--- config.mk ---
export PLATFORM = sky130hd
export DESIGN_NAME = dahrp_host
export DESIGN_NICKNAME = d
export VERILOG_FILES = /design/src/inc/dahrp_pkg.sv /design/src/hdl/dahrp_host.sv /design/src/hdl/dahrp_timer.sv
export SDC_FILE = /design/constraint.sdc
export NUM_CORES = 1
export LEC_CHECK = 0
export BUFFER_PORTS_ARGS = -buffer_cell sky130_fd_sc_hd__buf_4
export CELL_PAD_IN_SITES_DETAIL_PLACEMENT = 0
export CELL_PAD_IN_SITES_GLOBAL_PLACEMENT = 1
export CORE_ASPECT_RATIO = 0.75
export CORE_MARGIN = 4
export CORE_UTILIZATION = 35
export CTS_BUF_LIST = sky130_fd_sc_hd__clkbuf_16
export CTS_CLUSTER_SIZE = 25
export DETAILED_ROUTE_END_ITERATION = 7
export MAX_ROUTING_LAYER = met4
export PLACE_DENSITY_LB_ADDON = 0.1
export SLEW_MARGIN = 25
export SYNTH_ARGS = -nofsm -noshare
export SYNTH_HDL_FRONTEND = slang
export SYNTH_SLANG_ARGS = --single-unit
--- constraint.sdc ---
create_clock -name sys_clk_in -period 9.84 [get_ports sys_clk_in]
set_input_delay 0 -clock sys_clk_in [delete_from_list [all_inputs] [get_ports sys_clk_in]]
set_output_delay 0 -clock sys_clk_in [all_outputs]
set_load 0.1 [all_outputs]
--- src/inc/dahrp_pkg.sv ---
package dahrp_pkg;
   // System clock rate
   localparam int unsigned CLK_FREQ_HZ       = 40000000;
   localparam int unsigned CLK_PERIOD_PS     = 1000000000 / (CLK_FREQ_HZ / 1000);
   // Data bus width of the converter
   localparam int unsigned DATA_W            = 14;
   // Least gap from last read to next start edge
   localparam int unsigned READ_GUARD_NS     = 400;
   localparam int unsigned READ_GUARD_CYC    = (READ_GUARD_NS * 1000 + CLK_PERIOD_PS - 1) / CLK_PERIOD_PS;
   // Conversion time, in ns
   localparam int unsigned CONV_TIME_NS      = 5200;
   localparam int unsigned CONV_TIME_CYC     = (CONV_TIME_NS * 1000 + CLK_PERIOD_PS - 1) / CLK_PERIOD_PS;
   // Start pulse low width, in ns
   localparam int unsigned START_LOW_NS      = 100;
   localparam int unsigned START_LOW_CYC     = (START_LOW_NS * 1000 + CLK_PERIOD_PS - 1) / CLK_PERIOD_PS;
   // Read strobe low width, in ns
   localparam int unsigned READ_LOW_NS       = 100;
   localparam int unsigned READ_LOW_CYC      = (READ_LOW_NS * 1000 + CLK_PERIOD_PS - 1) / CLK_PERIOD_PS;
   // Gap between the two reads, in ns
   localparam int unsigned READ_GAP_NS       = 50;
   localparam int unsigned READ_GAP_CYC      = (READ_GAP_NS * 1000 + CLK_PERIOD_PS - 1) / CLK_PERIOD_PS;
   // Fixed wait margin over conversion time
   localparam int unsigned FIXED_WAIT_CYC    = CONV_TIME_CYC + 8;
   // Timer width
   localparam int unsigned TMR_W             = 12;
   // Reset values of the pins
   localparam logic        PIN_IDLE          = 1'b1;
endpackage
--- src/hdl/dahrp_host.sv ---
`timescale 1ns/1ps
`default_nettype none
// Summary of operation
// - Start from user request or external timer
// - Two reads, same address, one result each
// - Derived strobe holds one wait state
// - Host write pulses conversion start low
// - No reads while conversion runs
// - Optional fixed delay instead of busy
// - Chip select echoed as transfer acknowledge
// - Start strobe uses its own decode
// - Shared read strobe, distinct chip selects
// - Reads end 400 ns before next start
module dahrp_host
   import dahrp_pkg::*;
#(
   parameter int unsigned N_DEV = 2,
   parameter int unsigned SEL_W = 1
) (
   input  wire logic              sys_clk_in,
   input  wire logic              rst_in,
   input  wire logic              start_req_in,
   input  wire logic              ext_start_n_in,
   input  wire logic              use_fixed_wait_in,
   input  wire logic              pair_sel_in,
   input  wire logic [SEL_W-1:0]  dev_sel_in,
   input  wire logic              busy_in,
   input  wire logic [DATA_W-1:0] data_in,
   output logic                   conversion_start_n_out,
   output logic                   read_n_out,
   output logic [N_DEV-1:0]       chip_select_n_out,
   output logic                   pair_select_out,
   output logic                   transfer_acknowledge_n_out,
   output logic [DATA_W-1:0]      result_first_out,
   output logic [DATA_W-1:0]      result_second_out,
   output logic                   result_valid_out,
   output logic                   ready_out
);
   ////////////////////////////////////////////////////////////////
   // State machine
   typedef enum {ST_IDLE, ST_START, ST_CONV, ST_RD1, ST_GAP, ST_RD2, ST_GUARD} dahrp_state_type;
   dahrp_state_type state_r;   // Current state
   dahrp_state_type state_nxt; // Next state

   // Pin synchronisers
   logic busy_s1_r, busy_s2_r, busy_s3_r;    // Busy sync and history
   logic ext_s1_r, ext_s2_r, ext_s3_r;       // External start sync
   logic [DATA_W-1:0] data_s1_r, data_s2_r;  // Data bus sync
   // Output next values, latches and timer signals
   logic cstart_nxt, rd_nxt, ack_nxt, valid_nxt;
   logic [N_DEV-1:0] cs_r, cs_nxt;
   logic [SEL_W-1:0] dev_r;                  // Latched device choice
   logic pair_r;                             // Latched pair choice
   logic fixed_r;                            // Latched wait mode
   logic wait_state_r;                       // Inserted wait state
   logic tmr_load;                           // Timer load pulse
   logic [TMR_W-1:0] tmr_count;              // Timer load value
   logic tmr_done;                           // Timer expired

   ////////////////////////////////////////////////////////////////
   // Decoding
   wire busy_fall  = busy_s3_r && !busy_s2_r;
   wire ext_fall   = ext_s3_r && !ext_s2_r;
   wire conv_done  = fixed_r ? tmr_done : busy_fall;
   wire go_start   = (state_r == ST_IDLE) && start_req_in;
   wire go_ext     = (state_r == ST_IDLE) && ext_fall;
   wire in_read    = (state_r == ST_RD1) || (state_r == ST_RD2);
   wire rd_finish  = in_read && tmr_done && wait_state_r;

   // One-hot chip select decode, active low
   function automatic logic [N_DEV-1:0] dahrp_decode(input logic [SEL_W-1:0] sel);
      dahrp_decode = '1;
      for (int i = 0; i < N_DEV; i++) begin
         if (sel == i[SEL_W-1:0]) begin
            dahrp_decode[i] = 1'b0;
         end
      end
   endfunction

   ////////////////////////////////////////////////////////////////
   // Next state
   always_comb begin
      state_nxt = state_r;
      tmr_load  = 1'b0;
      tmr_count = '0;
      case (state_r)
         ST_IDLE: begin
            if (go_start) begin
               state_nxt = ST_START;
               tmr_load  = 1'b1;
               tmr_count = TMR_W'(START_LOW_CYC);
            end else if (go_ext) begin
               state_nxt = ST_CONV;
               tmr_load  = 1'b1;
               tmr_count = TMR_W'(FIXED_WAIT_CYC);
            end
         end
         ST_START: begin
            if (tmr_done) begin
               state_nxt = ST_CONV;
               tmr_load  = 1'b1;
               tmr_count = TMR_W'(FIXED_WAIT_CYC);
            end
         end
         ST_CONV: begin
            if (conv_done) begin
               state_nxt = ST_RD1;
               tmr_load  = 1'b1;
               tmr_count = TMR_W'(READ_LOW_CYC);
            end
         end
         ST_RD1: begin
            if (rd_finish) begin
               state_nxt = ST_GAP;
               tmr_load  = 1'b1;
               tmr_count = TMR_W'(READ_GAP_CYC);
            end
         end
         ST_GAP: begin
            if (tmr_done) begin
               state_nxt = ST_RD2;
               tmr_load  = 1'b1;
               tmr_count = TMR_W'(READ_LOW_CYC);
            end
         end
         ST_RD2: begin
            if (rd_finish) begin
               state_nxt = ST_GUARD;
               tmr_load  = 1'b1;
               tmr_count = TMR_W'(READ_GUARD_CYC);
            end
         end
         ST_GUARD: begin
            if (tmr_done) begin
               state_nxt = ST_IDLE;
            end
         end
         default: state_nxt = ST_IDLE;
      endcase
   end

   // Pin values for the next cycle
   assign cstart_nxt = !(state_nxt == ST_START);
   assign rd_nxt     = !(state_nxt == ST_RD1 || state_nxt == ST_RD2);
   assign cs_nxt     = rd_nxt ? '1 : dahrp_decode(dev_r);
   assign ack_nxt    = &cs_nxt;
   assign valid_nxt  = (state_r == ST_RD2) && rd_finish;

   ////////////////////////////////////////////////////////////////
   // Timer for pulse widths and waits
   dahrp_timer #(.W(TMR_W)) u_timer (
      .sys_clk_in (sys_clk_in),
      .rst_in     (rst_in),
      .load_in    (tmr_load),
      .count_in   (tmr_count),
      .done_out   (tmr_done)
   );

   ////////////////////////////////////////////////////////////////
   // Input synchronisers
   always_ff @(posedge sys_clk_in or posedge rst_in) begin
      if (rst_in) begin
         busy_s1_r <= 1'b0;
         busy_s2_r <= 1'b0;
         busy_s3_r <= 1'b0;
         ext_s1_r  <= PIN_IDLE;
         ext_s2_r  <= PIN_IDLE;
         ext_s3_r  <= PIN_IDLE;
         data_s1_r <= '0;
         data_s2_r <= '0;
      end else begin
         busy_s1_r <= busy_in;
         busy_s2_r <= busy_s1_r;
         busy_s3_r <= busy_s2_r;
         ext_s1_r  <= ext_start_n_in;
         ext_s2_r  <= ext_s1_r;
         ext_s3_r  <= ext_s2_r;
         data_s1_r <= data_in;
         data_s2_r <= data_s1_r;
      end
   end

   // State and request latches
   always_ff @(posedge sys_clk_in or posedge rst_in) begin
      if (rst_in) begin
         state_r      <= ST_IDLE;
         dev_r        <= '0;
         pair_r       <= 1'b0;
         fixed_r      <= 1'b0;
         wait_state_r <= 1'b0;
      end else begin
         state_r      <= state_nxt;
         wait_state_r <= in_read && tmr_done && !wait_state_r;
         if (state_r == ST_IDLE) begin
            dev_r   <= dev_sel_in;
            pair_r  <= pair_sel_in;
            fixed_r <= use_fixed_wait_in;
         end
      end
   end

   // Pin outputs
   always_ff @(posedge sys_clk_in or posedge rst_in) begin
      if (rst_in) begin
         conversion_start_n_out     <= PIN_IDLE;
         read_n_out                 <= PIN_IDLE;
         chip_select_n_out          <= '1;
         pair_select_out            <= 1'b0;
         transfer_acknowledge_n_out <= PIN_IDLE;
         ready_out                  <= 1'b0;
      end else begin
         conversion_start_n_out     <= cstart_nxt;
         read_n_out                 <= rd_nxt;
         chip_select_n_out          <= cs_nxt;
         pair_select_out            <= pair_r;
         transfer_acknowledge_n_out <= ack_nxt;
         ready_out                  <= (state_nxt == ST_IDLE);
      end
   end

   // Result capture at end of each read
   always_ff @(posedge sys_clk_in or posedge rst_in) begin
      if (rst_in) begin
         result_first_out  <= '0;
         result_second_out <= '0;
         result_valid_out  <= 1'b0;
      end else begin
         result_valid_out <= valid_nxt;
         if (state_r == ST_RD1 && rd_finish) begin
            result_first_out <= data_s2_r;
         end
         if (state_r == ST_RD2 && rd_finish) begin
            result_second_out <= data_s2_r;
         end
      end
   end
endmodule
`default_nettype wire

--- src/hdl/dahrp_timer.sv ---
`timescale 1ns/1ps
`default_nettype none
// Down counter that flags when a loaded count has expired
module dahrp_timer
   import dahrp_pkg::*;
#(
   parameter int unsigned W = TMR_W
) (
   input  wire logic         sys_clk_in,
   input  wire logic         rst_in,
   input  wire logic         load_in,
   input  wire logic [W-1:0] count_in,
   output logic              done_out
);
   ////////////////////////////////////////////////////////////////
   logic [W-1:0] cnt_r;   // Remaining cycles
   logic [W-1:0] cnt_nxt; // Next count
   logic         done_nxt;

   // Load, or count down to zero
   assign cnt_nxt  = load_in ? count_in : ((cnt_r != '0) ? cnt_r - 1'b1 : cnt_r);
   assign done_nxt = !load_in && (cnt_nxt == '0);

   // Count register
   always_ff @(posedge sys_clk_in or posedge rst_in) begin
      if (rst_in) begin
         cnt_r    <= '0;
         done_out <= 1'b0;
      end else begin
         cnt_r    <= cnt_nxt;
         done_out <= done_nxt;
      end
   end
endmodule
`default_nettype wire

==> run metrics, run 1 <==
Final min period=2.79 ns; Via-to-Cell Ratio=4.46; vias in the first global route=2704; grt total ovfl=0; leading area contributor after synthesis=dfrtp_1; Hold Path Depth=4; Critical R2R Launch=state_r[25]; WL final=8330 um; design area=5730 um2; period utilization=0.284; CP Launch Type=flop; die width=135 um; drt wl/cell=14.1 um; r2r setup slk=7.05 ns; final hold viol count=0; Netlist cell types=53; reg2reg end=result_second_out[12]; clk sink count=119; Critical Path RT=10.13 ns; Max VDD drop=0.000161 V; Synth area leaders=dfrtp_1 (65%), mux2_2 (8.2%), dfstp_2 (4.9%); GRT Total Usage=0.136; worst hold slack=0.124 ns; DRT Pass-1 Iters=4; clk root buf=clkbuf_16; GP Congestion=0.806; Layout Nets=439; cell area after placement=4960 um2; post-route ant nets=0; initial antenna violation count=0; Clock Latency Late Sink=0.40 ns; FF-to-FF path depth=6; PortBufs=57; Synth warnings=0; CP max FO=12; Slew Viols, Final=0; cell row count=34; unrepaired setup endpoints after global routing=false; hold path endpoint=u_timer.cnt_r[7]; Max-slew headroom=0.342; cell area after synthesis=4260 um2; layout cell share with drive strength beyond 1=0.339; average cell area after synthesis=14.2 um2; WP data arrival=3.08 ns; Primary FF master, synth=dfrtp_1; Die H=104 um; drc violations=0; 1st-iter DRT viols=170; CTS buffer count=17; HP Start=start_req_in; H-tree Lvls=4; skew final=0.00881 ns; P&R area growth vs syn=34.6%; Power Total=1120 uW; Clock Path Buffers=2; setup_tns=0 ns; clock-pin slew on the worst setup and hold paths=0.06 ns; via count=2632; run status=finished, final reports clean; starting density of the core=0.363; Die Footprint=14000 um2; post-synth top area share=0.652; max-cap violations=0; CP Capture Type=flop; FF+latch count, synth=119; CTS tree=yes; IO Pins=58; actual slew at the worst max-slew pin=0.986 ns; Leak=0.00271 uW; post-synthesis sequential area ratio=0.702; Max Freq=358 MHz; Crit Path Category=flop to flop; final setup fails=0; Pwr Density=196 nW/um2; first-pass GRT wire length=14400 um; worst hold path class=input port to flop; number of synthesized flops with an enable pin=0; Gate Count Post-Synth=300; DP HPWL=5450 um; Core ar.=11700 um2; Post-synth ARST share=1.00; largest net degree at the start of global routing=66; Post-CTS Setup Repair Bufs=0; ANT cells=0
## critical path: stages, from the launching register on
cell	delay (ns)
dfrtp_1	0.36
nor4_1	0.34
nand4_1	0.18
or4_4	0.66
nor4_4	0.57
buf_6	0.23
mux2_2	0.34
## metal layers
metal | routed length, um | vias to the layer above | share of wire | track usage
li1 | - | 1261 | - | -
met1 | 4350 | 1300 | 0.52 | 0.207
met2 | 3450 | 62 | 0.41 | 0.168
met3 | 419 | 9 | 0.050 | 0.0480
met4 | 103 | 0 | 0.012 | 0.0432
met5 | 0 | - | 0 | -
## sequential cells by signal (all words and copies together) (netlist names), 2 cells and up
name and cells:
chip_select_n_out 2, data_s1_r 14, u_timer.cnt_r 12, result_second_out 14
state_r 32, result_first_out 14, data_s2_r 14
## synth_stat cells, types with 2 or more instances
library cell / instances
inv_1: 6
mux2_2: 31
xnor2_1: 2
nor3_1: 6
nand3b_1: 3
nor2b_1: 3
o31ai_1: 2
clkbuf_1: 6
o2111ai_1: 2
nand4_1: 2
mux2i_1: 2
or3_1: 2
or4_4: 2
nand2_1: 20
nor4_4: 2
buf_2: 3
o21bai_1: 4
nand3_1: 4
nor3b_1: 2
a21oi_1: 11
ha_1: 2
dfrtp_1: 111
dfstp_2: 8
nor4_1: 9
nor2_1: 15
o21ai_0: 9
or2_2: 3
xor2_1: 3
## stage by stage
| stage | worst slack, ns | cells | utilization |
|---|---|---|---|
| 2_1_floorplan | 6.70 | 328 | - |
| 3_3_place_gp | 6.86 | 537 | 0.422 |
| 3_5_place_dp | 7.02 | 538 | 0.423 |
| 4_1_cts | 6.95 | 590 | 0.488 |
| 5_1_grt | 6.84 | 590 | 0.488 |
| 6_report | 7.05 | 590 | 0.488 |
## layout make-up
cell class                 count  area (um2)
sequential                   119        2990
tap                          162         203
clock inverter                15         144
fill                        1053        6010
clock buffer                  17         425
inverter                       6        25.0
timing repair buffer          80         654
multi-input combinational    191        1290
## placed cells by master, fill, tap and decap left out, types with 11 or more instances in the layout
cell type / instances
a21oi_1: 11
buf_4: 59
clkbuf_16: 17
conb_1: 29
dfrtp_1: 111
dlygate4sd3_1: 20
mux2_2: 31
nand2_1: 20
nor2_1: 15
## report_power, final
part	total, uW	internal [uW]	switching [uW]
Combinational	26.5	12.2	14.3
Clock	588	353	235
Sequential	507	503	4.19
Total	1120	868	254
## worst max-delay path by stage
stage | startpoint | endpoint | slack, ns
6_report | state_r[25] | result_second_out[12] | 7.05
5_1_grt | state_r[31] | result_second_out[12] | 6.84
4_1_cts | state_r[25] | result_second_out[9] | 6.95
3_5_place_dp | state_r[25] | result_second_out[0] | 7.02
3_3_place_gp | state_r[31] | result_second_out[6] | 6.86
2_1_floorplan | rst_in | busy_s1_r | 6.70
## repair_timing
item                                   CTS  global route
gates resized for setup                  0             0
endpoints found under the hold margin   73             0
hold buffers                            20             0
## logic make-up after synthesis
family / after synthesis / synth area share
buffers and inverters: 18 / 0.0194
adders and majority gates: 2 / 0.00587
muxes: 33 / 0.0867
other: 1 / 0.000880
xor gates and xnor gates: 5 / 0.0103
and+or+nand+nor: 81 / 0.110
DFF: 119 / 0.702
AOI/OAI and AO/OA: 41 / 0.0649
Power figures use the tool's default switching activity.
==> inputs of run 2 (changes only) <==
- clock period: 9.84 -> 2.91 ns (I/O delays scaled with it)
==> run 2 against run 1 <==
Net effect:
- flip-flop and latch count did not move
- clock-buffer cell count did not move
- die area did not move
- critical path type unchanged
==> run metrics, run 2 (synthesis gave the netlist of run 1 again) <==
run status=finished, final reports clean; first-pass GRT wire length=14000 um; Pwr Density=669 nW/um2; 1st-iter DRT viols=128; grt total ovfl=0; Setup crit start=u_timer.cnt_r[0]; Slew Viols, Final=0; GRT Total Usage=0.133; max-cap violations=0; CP max stage cell=or4b_2; Layout Nets=444; setup_tns=0 ns; via count=2610; CP max FO=5; Leak=0.00275 uW; clk sink count=119; Core ar.=11700 um2; DP HPWL=5390 um; GP Congestion=0.833; cell area after placement=5020 um2; cell row count=34; IO Pins=58; CP peak stage delay=0.66 ns; design area=5820 um2; FF-to-FF path depth=8; # hold bufs at CTS=20; WP data arrival=2.85 ns; Die H=104 um; CP Capture Type=flop; skew final=0.0185 ns; Critical Path RT=3.21 ns; DRT Pass-1 Iters=4; met3 Use GR=0.0465; worst hold slack=0.118 ns; max reg flops=32; Die Footprint=14000 um2; CTS tree=yes; PortBufs=57; Most flops, register=state_r; grt peak-use layer=met1; actual slew at the worst max-slew pin=0.590 ns; clock-pin slew on the worst setup and hold paths=0.06 ns; WL final=8290 um; starting density of the core=0.363; CP endpoint=u_timer.done_out; H-tree Lvls=4; drt wl/cell=13.9 um; unrepaired setup endpoints after global routing=false; Max-slew headroom=0.607; largest net degree at the start of global routing=73; Max Freq=391 MHz; # fillers=1074; worst hold path class=input port to flop; die width=135 um; most frequent cells in the layout=dfrtp_1 (111), buf_4 (63), mux2_2 (31), conb_1 (29); period utilization=0.879; vias in the first global route=2758; Crit Path Category=flop to flop; layout cell share with drive strength beyond 1=0.349; clk root buf=clkbuf_16; post-CTS resize count=0; P&R area growth vs syn=36.6%; r2r setup slk=0.35 ns; Via-to-Cell Ratio=4.39; critical-path cell list=inv_1 > ha_1 > or4b_2 > nor3_1 > mux2i_1 > o21ai_0 > a211o_1 > a2111oi_2; final setup fails=0; Critical R2R Launch=u_timer.cnt_r[0]; Clock Latency Late Sink=0.41 ns; CP Launch Type=flop; most common cell after layout, fill and taps aside=dfrtp_1; reg2reg end=u_timer.done_out; post-route ant nets=0; met2 GRT Util=0.162; final hold viol count=0; Max VDD drop=0.000468 V; Post-CTS Setup Repair Bufs=0; Final min period=2.56 ns; drc violations=0; met1 GRT Util=0.193; ANT cells=0; Clock Path Buffers=2; initial antenna violation count=0; CTS buffer count=17
-- run 2: cell types whose count changed in the layout (fill, tap and decap cells not counted), sizes merged --
cell / change
buf: +5
clkinv: +2
bufinv: +1
inv: -3
-- run 2: critical path, delay by kind of cell, from the launching register on --
family,cells,cell delay [ns]
simple gates,2,0.90
compound gates,3,0.56
flops,1,0.42
mux,1,0.25
fa+ha+maj,1,0.22
buf+inv,1,0.10
-- run 2: per-layer routing --
layer	wire length, um	vias up
met3	525	11
met4	89	0
met5	0	-
met1	4340	1274
li1	-	1265
met2	3340	60
-- run 2: layout make-up --
type,count,area (um2),share of cell area
Timing Repair Buffer,85,713,0.123
Tap cell,162,203,0.0348
Sequential cell,119,2990,0.514
Clock inverter,15,168,0.0288
Multi-Input combinational cell,191,1290,0.222
Inverter,6,26.3,0.00452
Clock buffer,17,425,0.0731
-- run 2: through the flow --
| stage | total power [uW] | setup slack [ns] | cells | utilization |
|---|---|---|---|---|
| after detailed placement | 1820 | 0.318 | 543 | 0.428 |
| after global routing | 4040 | 0.0884 | 595 | 0.495 |
| after floorplan | 1780 | 0.453 | 328 | - |
| after CTS | 3950 | 0.315 | 595 | 0.495 |
| after global placement | 1820 | 0.323 | 543 | 0.428 |
| final | 3890 | 0.353 | 595 | 0.495 |
-- run 2: worst min path at each step --
stage,end,slack (ns),cells after the start,start
floorplan,ext_s1_r,0.004,0,ext_start_n_in
global placement,data_s1_r[10],0.11,1,data_in[10]
detailed placement,busy_s1_r,0.11,1,busy_in
CTS,u_timer.cnt_r[6],0.09,4,start_req_in
global route,u_timer.cnt_r[7],0.14,4,start_req_in
finish,u_timer.cnt_r[7],0.12,4,start_req_in
-- run 2: power by group --
group | total (uW) | switching [uW] | internal (uW)
combinational | 93.6 | 49.4 | 44.2
clock | 2080 | 804 | 1280
sequential | 1720 | 13.7 | 1700
==> inputs of run 3 (changes only) <==
- CORE_UTILIZATION: 35 -> 46
==> run 3 against run 2 <==
Net effect:
- sequential power about the same
- critical path depth down 2
- sequential share of layout area up 0.42 points
- register-to-register slack worse by 0.04 ns
- via count up 1.6%
- clock power about the same
- non-clock buffer count down 2
- first-iteration DRC count up 3.9%
- flip-flop and latch count unchanged
- final area down 0.82%
- largest cell class unchanged
- highest routed layer unchanged
==> run metrics, run 3 (synthesis gave the netlist of run 1 again) <==
GP Congestion=0.825; r2r setup slk=0.32 ns; max reg flops=32; clock-pin slew on the worst setup and hold paths=0.06 ns; unrepaired setup endpoints after global routing=false; period utilization=0.891; initial antenna violation count=0; switch share=0.208; Via-to-Cell Ratio=4.75; WL final=7930 um; Crit Path Category=flop to flop; Leak=0.00274 uW; final hold viol count=0; drc violations=0; Die Footprint=10900 um2; final setup fails=0; final core occ=0.638; Clock Power Share=0.537; 1st-iter DRT viols=133; Layout Nets=442; critical-path cell list=nor4_1 > nand4_1 > or4_4 > nor4_4 > buf_12 > mux2_2; Crit path max-delay family=simple AND/OR/NAND/NOR gates; skew final=0.00792 ns; post-CTS resize count=0; CP max FO=17; design area=5770 um2; via count=2652; PortBufs=57; Clock Path Buffers=2; Post-CTS Setup Repair Bufs=0; CP max stage cell=or4_4; CP peak stage delay=0.67 ns; cell row count=30; CP Launch Type=flop; max-cap violations=0; post-route ant nets=0; Slew Viols, Final=0; post-placement cell count=507; Max-slew headroom=0.612; Final min period=2.59 ns; Flop pwr share=0.439; setup_tns=0 ns; IO Pins=58; clk sink count=119; run status=finished, final reports clean; vias in the first global route=2753; P&R area growth vs syn=35.5%; worst path bufs/invs=1; Pwr Density=677 nW/um2; Max Freq=386 MHz; Non-Filler Instances=558; most common cell after layout, fill and taps aside=dfrtp_1; layout cell share with drive strength beyond 1=0.342; drt wl/cell=14.2 um; DP HPWL=5030 um; CP Capture Type=flop; Clock Latency Late Sink=0.41 ns; first-pass GRT wire length=13300 um; starting density of the core=0.471; grt total ovfl=0; Core ar.=9050 um2; CTS tree=yes; combinational power share=0.024; Max VDD drop=0.000498 V; Most flops, register=state_r; Critical Path RT=3.20 ns; Die H=91.3 um; ANT cells=0; GRT Total Usage=0.164; die width=119 um; worst hold path class=input port to flop; largest net degree at the start of global routing=61; most frequent cells in the layout=dfrtp_1 (111), buf_4 (61), mux2_2 (31), conb_1 (29); WP data arrival=2.88 ns; clk root buf=clkbuf_16; actual slew at the worst max-slew pin=0.582 ns; CTS buffer count=17; DRT Pass-1 Iters=5; cell area after placement=4970 um2; Pint=3090 uW; P_sw=811 uW; H-tree Lvls=4
run 3: changes by cell type in the layout (fill, tap and decap cells not counted):
cell	change
inv_1	+1
clkinv_2	-2
inv_6	-2
clkinvlp_4	+2
bufinv_16	+1
buf_4	-2
inv_8	-1
run 3: stage by stage:
stage | worst slack, ns | total power, uW | hold WS [ns]
2_1_floorplan | 0.453 | 1780 | 0.00448
5_1_grt | 0.152 | 4040 | 0.127
3_5_place_dp | 0.355 | 1820 | 0.0339
3_3_place_gp | 0.367 | 1820 | 0.0245
6_report | 0.318 | 3910 | 0.0748
4_1_cts | 0.320 | 3950 | 0.0832
run 3: worst reg2reg max path, stage by stage, from the launching register on:
cell and delay, ns:
dfrtp_1 0.36, nor4_1 0.38, nand4_1 0.20, or4_4 0.67, nor4_4 0.31, buf_12 0.20
mux2_2 0.36
run 3: timing repair:
item	4_1_cts	5_1_grt
hold buffers	20	0
setup endpoints to repair	0	0
hold endpoints to repair	86	0
run 3: power by group through the flow:
stage / combinational, uW / clock [uW] / sequential (uW)
2_1_floorplan: 36.4 / 0 / 1740
3_3_place_gp: 73.1 / 0 / 1740
3_5_place_dp: 74.1 / 0 / 1750
4_1_cts: 95.5 / 2140 / 1720
5_1_grt: 108 / 2210 / 1720
6_report: 93.4 / 2100 / 1720
run 3: worst paths after layout:
kind	startpoint	end	cells after the start
worst max-delay path	state_r[12]	result_second_out[6]	6
worst min-delay path	start_req_in	u_timer.cnt_r[6]	4
worst max register to register	state_r[12]	result_second_out[6]	6
worst min register to register	data_s1_r[13]	data_s2_r[13]	0
max in group asynchronous	rst_in	read_n_out	4
min in group asynchronous	rst_in	state_r[8]	3
run 3: cell type report:
class                           instances  area, um2
Clock inverter                         14        178
Sequential cell                       119       2990
Tap cell                              128        160
Fill cell                             690       3280
Clock buffer                           17        425
Inverter                                6       26.3
Multi-Input combinational cell        191       1290
Timing Repair Buffer                   83        698
run 3: per-layer routing:
metal  part of all wire  vias to the layer above  wire, um  track usage
met2               0.46                       69      3610        0.225
met4              0.015                        0       116       0.0771
li1                   -                     1265         -            -
met1               0.48                     1306      3800        0.219
met3              0.051                       12       403       0.0585
met5                  0                        -         0            -
